$ cat config.mk
export PLATFORM = sky130hd
export DESIGN_NAME = cpdc_top
export DESIGN_NICKNAME = d
export VERILOG_FILES = /design/src/cpdc_pkg.sv /design/src/cpdc_rate_gen.sv /design/src/cpdc_top.sv
export SDC_FILE = /design/constraint.sdc
export NUM_CORES = 1
export LEC_CHECK = 0
export ABC_AREA = 1
export BUFFER_PORTS_ARGS = -buffer_cell sky130_fd_sc_hd__buf_2
export CORE_MARGIN = 2
export CORE_UTILIZATION = 48
export DETAILED_ROUTE_END_ITERATION = 12
export PLACE_DENSITY_LB_ADDON = 0.08
export SKIP_LAST_GASP = 1
export SLEW_MARGIN = 0
export SYNTH_ARGS = -nofsm -noshare
export SYNTH_HDL_FRONTEND = slang
export SYNTH_SLANG_ARGS = --single-unit
$ cat constraint.sdc
create_clock -name ref_clk -period 7.95 [get_ports ref_clk]
set_input_delay 1.59 -clock ref_clk [delete_from_list [all_inputs] [get_ports ref_clk]]
set_output_delay 1.59 -clock ref_clk [all_outputs]
set_load 0.01 [all_outputs]
$ cat src/cpdc_pkg.sv
// Package of constants and types for the clock outputs and power-down control block
package cpdc_pkg;
	// Control word 28 bit positions (held as plain ports here)
	localparam int CPDC_R28_MCLK_DIS_BIT = 0;
	localparam int CPDC_R28_CONV_EN_LSB  = 1;
	localparam int CPDC_R28_BIT_EN_LSB   = 4;
	// Status word 0 init flag position
	localparam int CPDC_R0_INIT_BIT      = 15;
	// Mixer control word 8 mute bit positions
	localparam int CPDC_R8_MONO_IN_MUTE  = 15;
	localparam int CPDC_R8_MONO_OUT_MUTE = 6;
	// Reset values of the control bits
	localparam logic       CPDC_RST_MCLK_DIS = 1'h0;
	localparam logic [2:0] CPDC_RST_CONV_EN  = 3'h0;
	localparam logic [2:0] CPDC_RST_BIT_EN   = 3'h0;
	localparam logic       CPDC_RST_INIT     = 1'h0;
	// Timing: clock rate and sequence times
	localparam int CPDC_CLK_KHZ      = 40000;
	localparam int CPDC_PDN_US       = 5000;
	localparam int CPDC_PUP_US       = 470000;
	localparam int CPDC_CAL_US       = 4000;
	localparam int CPDC_PDN_CYC      = CPDC_PDN_US * (CPDC_CLK_KHZ / 1000);
	localparam int CPDC_PUP_CYC      = CPDC_PUP_US * (CPDC_CLK_KHZ / 1000);
	localparam int CPDC_CAL_CYC      = CPDC_CAL_US * (CPDC_CLK_KHZ / 1000);
	localparam int CPDC_CONV_RATIO   = 128;
	localparam int CPDC_XTAL_MIN_RATIO = 512;
	// Power sequencer states
	typedef enum logic [4:0] {
		CPDC_OFF  = 5'h01,
		CPDC_PUP  = 5'h02,
		CPDC_CAL  = 5'h04,
		CPDC_ON   = 5'h08,
		CPDC_PDN  = 5'h10
	} cpdc_state_t;
endpackage

$ cat src/cpdc_rate_gen.sv
// Rate clock generator: fractional accumulator toggling an output
`timescale 1ns/10ps
`default_nettype none
module cpdc_rate_gen #(
	parameter int ACC_W = 24
) (
	input  wire logic             ref_clk,
	input  wire logic             rst,
	input  wire logic             run,
	input  wire logic [ACC_W-1:0] step,
	output logic                  clk_out
);
	if (ACC_W < 4) begin : g_bad_width
		$error("cpdc_rate_gen: ACC_W too small");
	end

	logic [ACC_W:0] acc;

	// Accumulator wraps give the average half period; jitter of one cycle is traded for range
	always_ff @(posedge ref_clk or posedge rst) begin
		if (rst) begin
			acc     <= '0;
			clk_out <= 1'h0;
		end else if (!run) begin
			acc     <= '0;
			clk_out <= 1'h0;
		end else begin
			acc <= {1'b0, acc[ACC_W-1:0]} + {1'b0, step};
			if (acc[ACC_W])
				clk_out <= ~clk_out;
		end
	end
endmodule
`default_nettype wire

$ cat src/cpdc_top.sv
// Clock outputs and power-down control block
`timescale 1ns/10ps
`default_nettype none
module cpdc_top
	import cpdc_pkg::*;
#(
	parameter int PDN_CYC = CPDC_PDN_CYC,
	parameter int PUP_CYC = CPDC_PUP_CYC,
	parameter int CAL_CYC = CPDC_CAL_CYC,
	parameter int ACC_W   = 24
) (
	input  wire logic             ref_clk,
	input  wire logic             rst,
	input  wire logic             crystal_in,
	input  wire logic             quiet_shutdown_n,
	input  wire logic             power_up_req,
	input  wire logic             mclk_disable,
	input  wire logic [2:0]       conv_enable,
	input  wire logic [2:0]       bit_enable,
	input  wire logic [2:0]       conv_x128,
	input  wire logic [2:0]       rate_direct,
	input  wire logic [2:0]       rate_ref_in,
	input  wire logic [3*ACC_W-1:0] conv_step,
	input  wire logic [3*ACC_W-1:0] bit_step,
	input  wire logic             mixer_down,
	input  wire logic             mono_in_mute,
	input  wire logic             mono_out_mute,
	input  wire logic             mono_bypass_enable,
	output logic                  master_clock_out,
	output logic                  master_clock_oe,
	output logic [2:0]            conversion_clock_out,
	output logic [2:0]            conversion_clock_oe,
	output logic [2:0]            bit_clock_out,
	output logic [2:0]            bit_clock_oe,
	output logic [2:0]            pll_ref_clk,
	output logic                  init_done,
	output logic                  powered_up,
	output logic                  mono_to_mono_out,
	output logic                  mono_to_first_line_out
);
	if (PDN_CYC < 1 || PUP_CYC < 1 || CAL_CYC < 1) begin : g_bad_cyc
		$error("cpdc_top: bad cycle counts");
	end
	if (ACC_W < 4) begin : g_bad_width
		$error("cpdc_top: ACC_W too small");
	end

	cpdc_state_t state;
	cpdc_state_t next_state;
	logic [31:0] cnt;
	logic [1:0]  shdn_sync;
	logic [1:0]  xtal_sync;
	logic [2:0]  ref_s1;
	logic [2:0]  ref_s2;
	logic        shdn_req;
	logic        cnt_done;
	logic [2:0]  conv_raw;
	logic [2:0]  conv_div;
	logic [2:0]  bit_raw;
	logic        ctl_clear;

	function automatic logic cycles_done(input logic [31:0] c, input int lim);
		return c >= 32'(lim - 1);
	endfunction

	// Shutdown pin passes two flops; reset itself is applied without the clock
	always_ff @(posedge ref_clk or posedge rst) begin
		if (rst)
			shdn_sync <= 2'h3;
		else
			shdn_sync <= {shdn_sync[0], quiet_shutdown_n};
	end
	assign shdn_req = ~shdn_sync[1];

	// Crystal level sampled twice; its edges are re-timed onto ref_clk, with no duty correction
	always_ff @(posedge ref_clk or posedge rst) begin
		if (rst)
			xtal_sync <= 2'h0;
		else
			xtal_sync <= {xtal_sync[0], crystal_in};
	end

	// Master clock copy, enabled after reset until the disable bit is set in PUP, CAL or ON without shutdown
	always_ff @(posedge ref_clk or posedge rst) begin
		if (rst) begin
			master_clock_out <= 1'h0;
			master_clock_oe  <= ~CPDC_RST_MCLK_DIS;
		end else begin
			master_clock_out <= xtal_sync[1];
			// Restored defaults leave the pin driven, so shutdown never floats it
			master_clock_oe  <= ctl_clear ? ~CPDC_RST_MCLK_DIS : ~mclk_disable;
		end
	end

	// Sequencer: opposite request waits until the running sequence ends
	assign cnt_done = (state == CPDC_PUP) ? cycles_done(cnt, PUP_CYC) :
	                  (state == CPDC_CAL) ? cycles_done(cnt, CAL_CYC) :
	                  cycles_done(cnt, PDN_CYC);
	always_comb begin
		next_state = state;
		case (state)
			CPDC_OFF: if (power_up_req && !shdn_req) next_state = CPDC_PUP;
			CPDC_PUP: if (cnt_done) next_state = CPDC_CAL;
			CPDC_CAL: if (cnt_done) next_state = shdn_req ? CPDC_PDN : CPDC_ON;
			CPDC_ON:  if (shdn_req) next_state = CPDC_PDN;
			CPDC_PDN: if (cnt_done) next_state = CPDC_OFF;
			default:  next_state = CPDC_OFF;
		endcase
	end

	always_ff @(posedge ref_clk or posedge rst) begin
		if (rst)
			state <= CPDC_OFF;
		else
			state <= next_state;
	end

	// Phase counter restarts on each state change
	always_ff @(posedge ref_clk or posedge rst) begin
		if (rst)
			cnt <= 32'h0;
		else if (next_state != state)
			cnt <= 32'h0;
		else
			cnt <= cnt + 32'h1;
	end

	// Init flag: set when power-down ends, cleared when power-up starts
	always_ff @(posedge ref_clk or posedge rst) begin
		if (rst) begin
			init_done  <= CPDC_RST_INIT;
			powered_up <= 1'h0;
		end else begin
			if (state == CPDC_PDN && next_state == CPDC_OFF)
				init_done <= 1'h1;
			else if (state == CPDC_OFF && next_state == CPDC_PUP)
				init_done <= 1'h0;
			powered_up <= (next_state == CPDC_ON);
		end
	end

	// Shutdown forces control outputs back to their defaults
	assign ctl_clear = shdn_req || state == CPDC_PDN || state == CPDC_OFF;

	// Reference inputs synchronised, then gated off where rate is direct
	always_ff @(posedge ref_clk or posedge rst) begin
		if (rst) begin
			ref_s1      <= 3'h0;
			ref_s2      <= 3'h0;
			pll_ref_clk <= 3'h0;
		end else begin
			ref_s1      <= rate_ref_in;
			ref_s2      <= ref_s1;
			pll_ref_clk <= ref_s2 & ~rate_direct;
		end
	end

	// Per channel: bit clock, conversion clock at 128x or divided down by 128
	for (genvar i = 0; i < 3; i++) begin : g_ch
		logic       raw_q;
		logic [5:0] edge_cnt;
		logic       div;
		cpdc_rate_gen #(.ACC_W(ACC_W)) u_conv (
			.ref_clk (ref_clk),
			.rst     (rst),
			.run     (powered_up),
			.step    (conv_step[i*ACC_W +: ACC_W]),
			.clk_out (conv_raw[i])
		);
		cpdc_rate_gen #(.ACC_W(ACC_W)) u_bit (
			.ref_clk (ref_clk),
			.rst     (rst),
			.run     (powered_up),
			.step    (bit_step[i*ACC_W +: ACC_W]),
			.clk_out (bit_raw[i])
		);
		// Divide by 128: one toggle every 64 rising edges of the fast clock
		always_ff @(posedge ref_clk or posedge rst) begin
			if (rst) begin
				raw_q    <= 1'h0;
				edge_cnt <= 6'h0;
				div      <= 1'h0;
			end else begin
				raw_q <= conv_raw[i];
				if (conv_raw[i] && !raw_q) begin
					if (edge_cnt == 6'(CPDC_CONV_RATIO / 2 - 1)) begin
						edge_cnt <= 6'h0;
						div      <= ~div;
					end else begin
						edge_cnt <= edge_cnt + 6'h1;
					end
				end
			end
		end
		assign conv_div[i] = div;
	end

	// Rate pins: driven only when enabled; default is tristate
	always_ff @(posedge ref_clk or posedge rst) begin
		if (rst) begin
			conversion_clock_out <= 3'h0;
			conversion_clock_oe  <= CPDC_RST_CONV_EN;
			bit_clock_out        <= 3'h0;
			bit_clock_oe         <= CPDC_RST_BIT_EN;
		end else begin
			conversion_clock_out <= (conv_x128 & conv_raw) | (~conv_x128 & conv_div);
			conversion_clock_oe  <= conv_enable & {3{~ctl_clear}};
			bit_clock_out        <= bit_raw;
			bit_clock_oe         <= bit_enable & {3{~ctl_clear}};
		end
	end

	// Mono feedthrough routing; bypass pin is assumed stable in total power-down
	always_ff @(posedge ref_clk or posedge rst) begin
		if (rst) begin
			mono_to_mono_out       <= 1'h0;
			mono_to_first_line_out <= 1'h0;
		end else if (mixer_down) begin
			mono_to_mono_out       <= mono_bypass_enable;
			mono_to_first_line_out <= 1'h0;
		end else begin
			mono_to_mono_out       <= ~mono_in_mute & ~mono_out_mute;
			mono_to_first_line_out <= ~mono_in_mute;
		end
	end
endmodule
`default_nettype wire

; After elaboration in Yosys (flattened, before gate mapping)
; Cells that the tools add are included.
[word_totals]
ff_bits = 248
input_bits = 169
output_inout_bits = 21
word_cells = 143
[classes]
n_addsub = 10
order_cmp = 3
n_eq_ne = 18
muxes = 36
n_bitwise = 23
reduce_logical = 15
[op_table]
columns = op, n
row1 = $add 24x24->25, 6
row2 = $mux 25, 6
row3 = $ge 32x18->1 const B, 2
row4 = $add 32x1->32 const B, 1
row5 = $ge 32x25->1 const B, 1
row6 = $mux 32, 1
row7 = $mux 5, 6
row8 = $pmux 5 s5, 1
row9 = $mux 1, 19
row10 = $add 6x1->6 const B, 3
row11 = $eq 6x6->1 const B, 3
row12 = $mux 6, 3
row13 = $and 3x3->3, 5
row14 = $not 1->1, 14
row15 = $ne 2x1->1 const B, 6
row16 = $eq 5x1->1 const B, 2
row17 = $eq 5x2->1 const B, 2
row18 = $eq 5x4->1 const B, 2
row19 = $logic_and 1x1->1, 6
row20 = $not 3->3, 2
row21 = $reduce_and 2->1, 3
row22 = $eq 5x3->1 const B, 1
row23 = $eq 5x5->1 const B, 1
row24 = $ne 5x5->1, 1
row25 = 5 further kinds, 8

; Longest topological paths before layout
; Gate-level depths: netlist of the first run.
[depth]
ltp_word = 9
ltp_mapped = 18

; By module
; From an unflattened synthesis of the first run, not the netlist that was laid out.
[hier_totals]
cells_unflattened = 3034
area_unflattened_um2 = 19866.6
[by_module_without_submodules]
columns = module, instances, cells_each, area_each_um2, seq_area_each_um2
row1 = cpdc_rate_gen (g_ch[0].u_bit ...), 5, 426, 2603.7, 650.6
row2 = cpdc_top, 1, 478, 4285.4, 2307.2
row3 = cpdc_rate_gen (g_ch[0].u_conv), 1, 426, 2562.5, 650.6

; Least setup slack after synthesis of the first run
; Ideal clock, no wire load.
[synth_path]
kind = input port to flip-flop
startpoint = in bit_step[24]
endpoint = reg g_ch[1].u_bit.acc[12]
arrival_time_ns = 3.190
t_required_ns = 7.822
setup_slack_ns = 4.632
stages = 10
n_path_buf = 0
path_cell_list = ha_1 fa_1 nand3_1 nand2_1 a211oi_1 inv_1 a21oi_1 o21ai_0 o21ai_0 a21oi_1
[synth_via]
elab_chain_cells = 2
[synth_rtl]
columns = element, line
row1 = "start, declared", cpdc_top.sv:24  ; input wire logic [3*ACC_W-1:0] bit_step,
row2 = $add 24x24->25, cpdc_rate_gen.sv:28  ; acc <= {1'b0, acc[ACC_W-1:0]} + {1'b0, step};
row3 = $mux 25, cpdc_rate_gen.sv:24  ; end else if (!run) begin
row4 = "end signal, assigned", cpdc_rate_gen.sv:28
row5 = "end, declared", cpdc_rate_gen.sv:17  ; logic [ACC_W:0] acc;
; No other way between the ends.
; A chain may end at the register's enable or synchronous reset.

; Final worst setup path of the first run
[layout_path]
startpoint = in bit_step[24]
endpoint = reg g_ch[1].u_bit.acc[14]
; Same word-level chain as after synthesis.

==> results_dict.tcl, run 1 <==
set metrics [dict create \
    netSwitchingFraction_pct 25.47 \
    grt_setup_unrepaired "no" \
    grt_util_all_layers_pct 22.41 \
    cp_cell_sequence "buf_2 -> ha_1 -> fa_1 -> nand3_1 -> nand2_1 -> a211oi_1 -> inv_1 -> a21oi_1 -> o21ai_0 -> o21ai_0 -> a21oi_1" \
    cts_resized 0 \
    final_cell_mix "401 x nand2_1, 264 x a21oi_1, 243 x dfrtp_1" \
    first_global_vias 14050 \
    hold_buffers 0 \
    crit_required_ns 8.38 \
    end_kind "flip-flop" \
    coreArea_sq_um 32700 \
    pwr-share-clk_pct 48.5 \
    wirelength_mm 39.06 \
    synth.distinct_cells 45 \
    clk_latency_ns 0.56 \
    clockBufferDepth 3 \
    clock.fmax_mhz 314.0 \
    layout_min_cycle_time_ns 3.185 \
    crit_fanout 5 \
    worst-endpoint-arrival_ns 3.62 \
    power.static_leakage_nw 10.19 \
    layout_commonest_cell "nand2_1" \
    drv_slew 0 \
    ys_ff_latch 248 \
    vias 14580 \
    std_cell_rows 66 \
    setup_violations 0 \
    p_per_area_nw_per_um2 170.9 \
    synth_ff_type "dfrtp_1" \
    slew_headroom_pct 25.79 \
    viasPerCell 5.316 \
    period_share_pct 40.06 \
    wl_per_cell_microns 14.24 \
    irDropWorstVdd_mv 0.2361 \
    cts_tree "built" \
    slowest_stage "fa_1" \
    drtIter0Drc 791 \
    drive_above_1_share_pct 12.75 \
    grt_overflow 0 \
    cts_buffers 30 \
    synth_edf_count 0 \
    antenna_found_initial 3 \
    tns_ns 0 \
    initial_utilization_pct 49.02 \
    ys_seq_area_share_pct 38.75 \
    final_core_util_pct 56.87 \
    drtPass1Iterations 5 \
    die-height_microns 186.7 \
    maxCapViolCount 0 \
    cpPeakStageDelay_ns 0.46 \
    yosysWarnings 0 \
    clock_skew_ns 0.01052 \
    ioPinCount 190 \
    clkTransAtPathRegs_ns 0.06 \
    grt_pass1_wl_mm 66.24 \
    dpl.hpwl_mm 29.29 \
    grt_max_degree 132 \
    hold_viol 0 \
    syn_area_sq_um 16030 \
    avgSynthCellArea_sq_um 7.740 \
    drc 0 \
    p_switching_mw 0.8094 \
    root_buffer "clkbuf_16" \
    gp_congestion 0.9177 \
    critPathKind "primary input to flip-flop" \
    netlist_instances 2071 \
    nNetsFinal 2597 \
    highest_layer "met5" \
    p_seq_share_pct 40.8 \
    status "finished clean" \
    fp.dieW_microns 186.7 \
    clock-sinks 248 \
    timing.critical_path.from_type "primary input" \
    met2_length_mm 17.72 \
    postCtsSetupRepairBufs 0 \
    final.fill_count 3045 \
    min_path_type "flip-flop to flip-flop" \
    synth_nets 2394 \
    htree_levels 1 \
    port_buffers 189 \
    m1WireLength_mm 18.09 \
    area_growth_syn_to_layout_pct 16.02 \
    combPwrFrac_pct 10.8 \
    worst-slew-pin-transition_ns 1.112 \
    p_int_mw 2.369 \
    postRouteAntennaNets 0 \
    die_area_sq_um 34870 \
    route.met3.wl_mm 2.268 \
    async_reset_ff_share_pct 100.0 \
]
layer usage:
metal,global-route usage (%),vias up
met5,0,-
met4,5.281,4
met3,3.743,69
met2,37.26,383
met1,30.62,6666
li1,-,7461
cells by family after synthesis:
| logic type | after synthesis | share of synthesized area (%) |
|---|---|---|
| AOI/OAI and AO/OA | 538 | 17.91 |
| xor gates and xnor gates | 49 | 2.677 |
| adders and majority gates | 154 | 12.30 |
| buffers and inverters | 244 | 5.886 |
| DFF | 248 | 38.75 |
| muxes | 1 | 0.06245 |
| and+or+nand+nor | 837 | 22.41 |
power groups by stage:
stage	registers [mW]	clock network, mW	logic (mW)
2_1_floorplan	1.32	0	0.249
3_3_place_gp	1.32	0	0.344
3_5_place_dp	1.32	0	0.346
4_1_cts	1.30	1.58	0.348
5_1_grt	1.30	1.65	0.389
6_report	1.30	1.54	0.342
state kept, by name, indices dropped and copies added (netlist names), 3 cells and up:
name,flops
g_ch.u_bit.acc,75
g_ch.u_conv.acc,75
cnt,32
g_ch.edge_cnt,18
state,5
bit_clock_oe,3
bit_clock_out,3
conversion_clock_oe,3
conversion_clock_out,3
g_ch.div,3
g_ch.raw_q,3
g_ch.u_bit.clk_out,3
g_ch.u_conv.clk_out,3
pll_ref_clk,3
ref_s1,3
ref_s2,3
critical path: cells and delay by family:
kind	cells	cell delay, ns
AOI/OAI and AO/OA	5	0.91
and+or+nand+nor	2	0.20
buffers and inverters	2	0.22
adders and majority gates	2	0.70
final cells by class:
cell class | count | area (sq um) | area share (%)
tap | 442 | 553.0 | 2.974
clock buffer | 34 | 797.0 | 4.286
sequential | 248 | 6215 | 33.42
antenna | 3 | 7.507 | 0.04037
timing repair buffer | 193 | 988.4 | 5.315
inverter | 222 | 837.1 | 4.501
clock inverter | 22 | 324.1 | 1.743
multi-input combinational | 1579 | 8875 | 47.72
Yosys cell counts (2+ instances only):
master,count,share of area (%)
nand4_1,40,1.6
ha_1,148,12
dfstp_2,4,0.66
a21boi_0,3,0.14
nand2_2,7,0.27
a31o_2,3,0.16
xnor2_1,9,0.49
xor2_1,40,2.2
o31ai_1,3,0.14
nor3b_1,4,0.19
nor2_1,208,4.9
nand3_2,2,0.12
clkbuf_1,17,0.40
a211oi_1,4,0.19
nor4_1,5,0.20
a311oi_1,2,0.11
inv_1,221,5.2
a21oi_1,264,8.2
nand3b_1,2,0.094
nand2_1,401,9.4
a31oi_1,11,0.43
o21ai_0,201,6.3
buf_6,3,0.21
o21bai_1,17,0.80
fa_1,6,0.75
nor3_2,3,0.19
a221oi_1,4,0.22
nand3_1,96,3.0
nor2_2,21,0.82
dfrtp_1,244,38
nor3_1,45,1.4
a21o_1,20,0.94
path summary, 6_finish.rpt:
kind / end / slack (ns) / depth (start not counted) / from
min: xtal_sync[1] / 0.35 / 0 / xtal_sync[0]
max: g_ch[1].u_bit.acc[14] / 4.77 / 11 / bit_step[24]
min in group asynchronous: conversion_clock_out[1] / 1.29 / 3 / rst
min reg2reg: xtal_sync[1] / 0.35 / 0 / xtal_sync[0]
max in group asynchronous: powered_up / 5.35 / 4 / rst
max reg2reg: cnt[12] / 5.24 / 16 / cnt[0]
through the flow:
| stage | hold slack, ns | setup WS (ns) | cell area [sq um] | total power [mW] | instances |
|---|---|---|---|---|---|
| 5_1_grt | 0.3589 | 4.639 | 18590 | 3.332 | 2741 |
| 6_report | 0.3476 | 4.765 | 18600 | 3.178 | 2743 |
| 4_1_cts | 0.3489 | 4.857 | 18590 | 3.228 | 2740 |
| 2_1_floorplan | 0.3312 | 3.104 | 16030 | 1.571 | 2071 |
| 3_3_place_gp | 0.3312 | 4.340 | 17470 | 1.662 | 2684 |
| 3_5_place_dp | 0.3347 | 4.269 | 17470 | 1.664 | 2684 |
No activity file was read; power rests on OpenSTA's default activity.
==> inputs of run 2 (changes only) <==
Clock period 7.95 ns to 2.8 ns, I/O delays scaled along.
==> results_dict.tcl, run 2 (synthesis gave the netlist of run 1 again) <==
set metrics [dict create \
    status "finished clean" \
    initial_utilization_pct 49.02 \
    cts_tree "built" \
    htree_levels 1 \
    postRouteAntennaNets 0 \
    slew_headroom_pct 60.70 \
    drv_slew 0 \
    grt_pass1_wl_mm 66.82 \
    pre_cts_slack_ns 0.1472 \
    power.static_leakage_nw 10.21 \
    dpl.hpwl_mm 30.18 \
    drive_above_1_share_pct 12.81 \
    maxCapViolCount 0 \
    root_buffer "clkbuf_16" \
    worst-slew-pin-transition_ns 0.5841 \
    layout_commonest_cell "nand2_1" \
    nNetsFinal 2605 \
    slowest_stage "dfrtp_1" \
    grt_setup_unrepaired "yes" \
    crit_required_ns 3.27 \
    clk_latency_ns 0.55 \
    grt_overflow 0 \
    area_growth_syn_to_layout_pct 16.35 \
    hold_viol 0 \
    clock_skew_ns 0.01774 \
    drtPass1Iterations 5 \
    startpoint "cnt[0]" \
    antenna_found_initial 6 \
    first_global_vias 14290 \
    cpPeakStageDelay_ns 0.40 \
    total_power_mw 8.928 \
    grt_util_all_layers_pct 22.68 \
    layout_min_cycle_time_ns 2.661 \
    irDropWorstVdd_mv 0.5308 \
    tns_ns 0 \
    crit_fanout 16 \
    dpl_cell_area_sq_um 17550 \
    clock.fmax_mhz 375.7 \
    critPathKind "flip-flop to flip-flop" \
    fin_ws_ns 0.1386 \
    end_kind "flip-flop" \
    grt_use_met3_pct 3.536 \
    clkTransAtPathRegs_ns 0.06 \
    worst-endpoint-arrival_ns 3.13 \
    crit_top_cell "nand2_1" \
    fp.dieW_microns 186.7 \
    layout.cells.non_filler 2746 \
    wirelength_mm 39.96 \
    port_buffers 189 \
    viasPerCell 5.369 \
    drtIter0Drc 858 \
    worstHoldPathCells 1 \
    r2r_slack_ns 0.14 \
    setup_violations 0 \
    timing.critical_path.from_type "flip-flop" \
    final_cell_mix "401 x nand2_1, 264 x a21oi_1, 243 x dfrtp_1" \
    period_share_pct 95.05 \
    timing.rr.start "cnt[0]" \
    min_path_type "primary input to flip-flop" \
    min-delay-start "quiet_shutdown_n" \
    p_per_area_nw_per_um2 478.7 \
    grt_max_degree 81 \
    std_cell_rows 66 \
    ioPinCount 190 \
    post-place-cells 2690 \
    wl_per_cell_microns 14.55 \
    design_area_sq_um 18650 \
    vias 14740 \
    die-height_microns 186.7 \
    cp_cell_sequence "ha_1 -> nand3_2 -> inv_1 -> nand2_1 -> nand2_1 -> nand2_1 -> nand2_1 -> nand2_1 -> nand2_1 -> nand2_2 -> nand3_2 -> nand2_1 -> nand2_1 -> nor2_1 -> nand4_4 -> nor2_1" \
    busiest_layer "met2" \
    gp_congestion 0.9199 \
    drc 0 \
    reg2reg_depth 16 \
    use_met2_pct 38.03 \
    die_area_sq_um 34870 \
    cts_buffers 29 \
    reg_top3 "g_ch.u_bit.acc (75), g_ch.u_conv.acc (75), cnt (32)" \
    clockBufferDepth 3 \
    clock-sinks 248 \
    coreArea_sq_um 32700 \
    gr-usage-met1_pct 30.88 \
]
[run 2: per-layer routing]
metal / up-vias / part of all wire (%) / routed length, microns
met5: - / 0.12 / 49
met4: 8 / 2.1 / 842
met3: 72 / 5.6 / 2224
met2: 386 / 46 / 18460
met1: 6803 / 46 / 18380
li1: 7473 / - / -
[run 2: final timing paths]
check | to
setup / recovery | cnt[20]
hold reg to reg | ref_s2[0]
max in group asynchronous | g_ch[0].u_bit.acc[4]
hold / removal | shdn_sync[0]
min in group asynchronous | g_ch[2].u_bit.acc[24]
setup reg to reg | cnt[20]
[run 2: layout make-up]
type                            instances  area (sq um)
Antenna cell                            1         2.502
Clock buffer                           38         809.5
Clock inverter                         14         235.2
Fill cell                            3076         14050
Inverter                              222         837.1
Multi-Input combinational cell       1580          8896
Sequential cell                       248          6215
Tap cell                              442         553.0
Timing Repair Buffer                  201          1101
[run 2: stage by stage]
stage / hold slack (ns) / util [%]
CTS: 0.07721 / 56.89
global placement: 0.3317 / 53.67
detailed placement: 0.3379 / 53.67
floorplan: 0.3312 / -
global route: 0.08535 / 57.02
finish: 0.1039 / 57.03
[run 2: power by group]
part / switching, mW / internal [mW]
clock: 1.56 / 2.58
sequential: 0.0292 / 3.65
combinational: 0.741 / 0.368
[run 2: what timing repair did]
item / CTS / global route
setup endpoints to repair: 0 / 32
endpoints found under the hold margin: 10 / 0
setup buffers: 0 / 1
hold buffers: 1 / 0
gates resized for setup: 0 / 1
[run 2: worst max-delay path: cells and delay by family (launching register included)]
kind	cells	cell delay, ns
fa+ha+maj	1	0.24
buf+inv	1	0.05
flops	1	0.40
simple gates	14	1.86
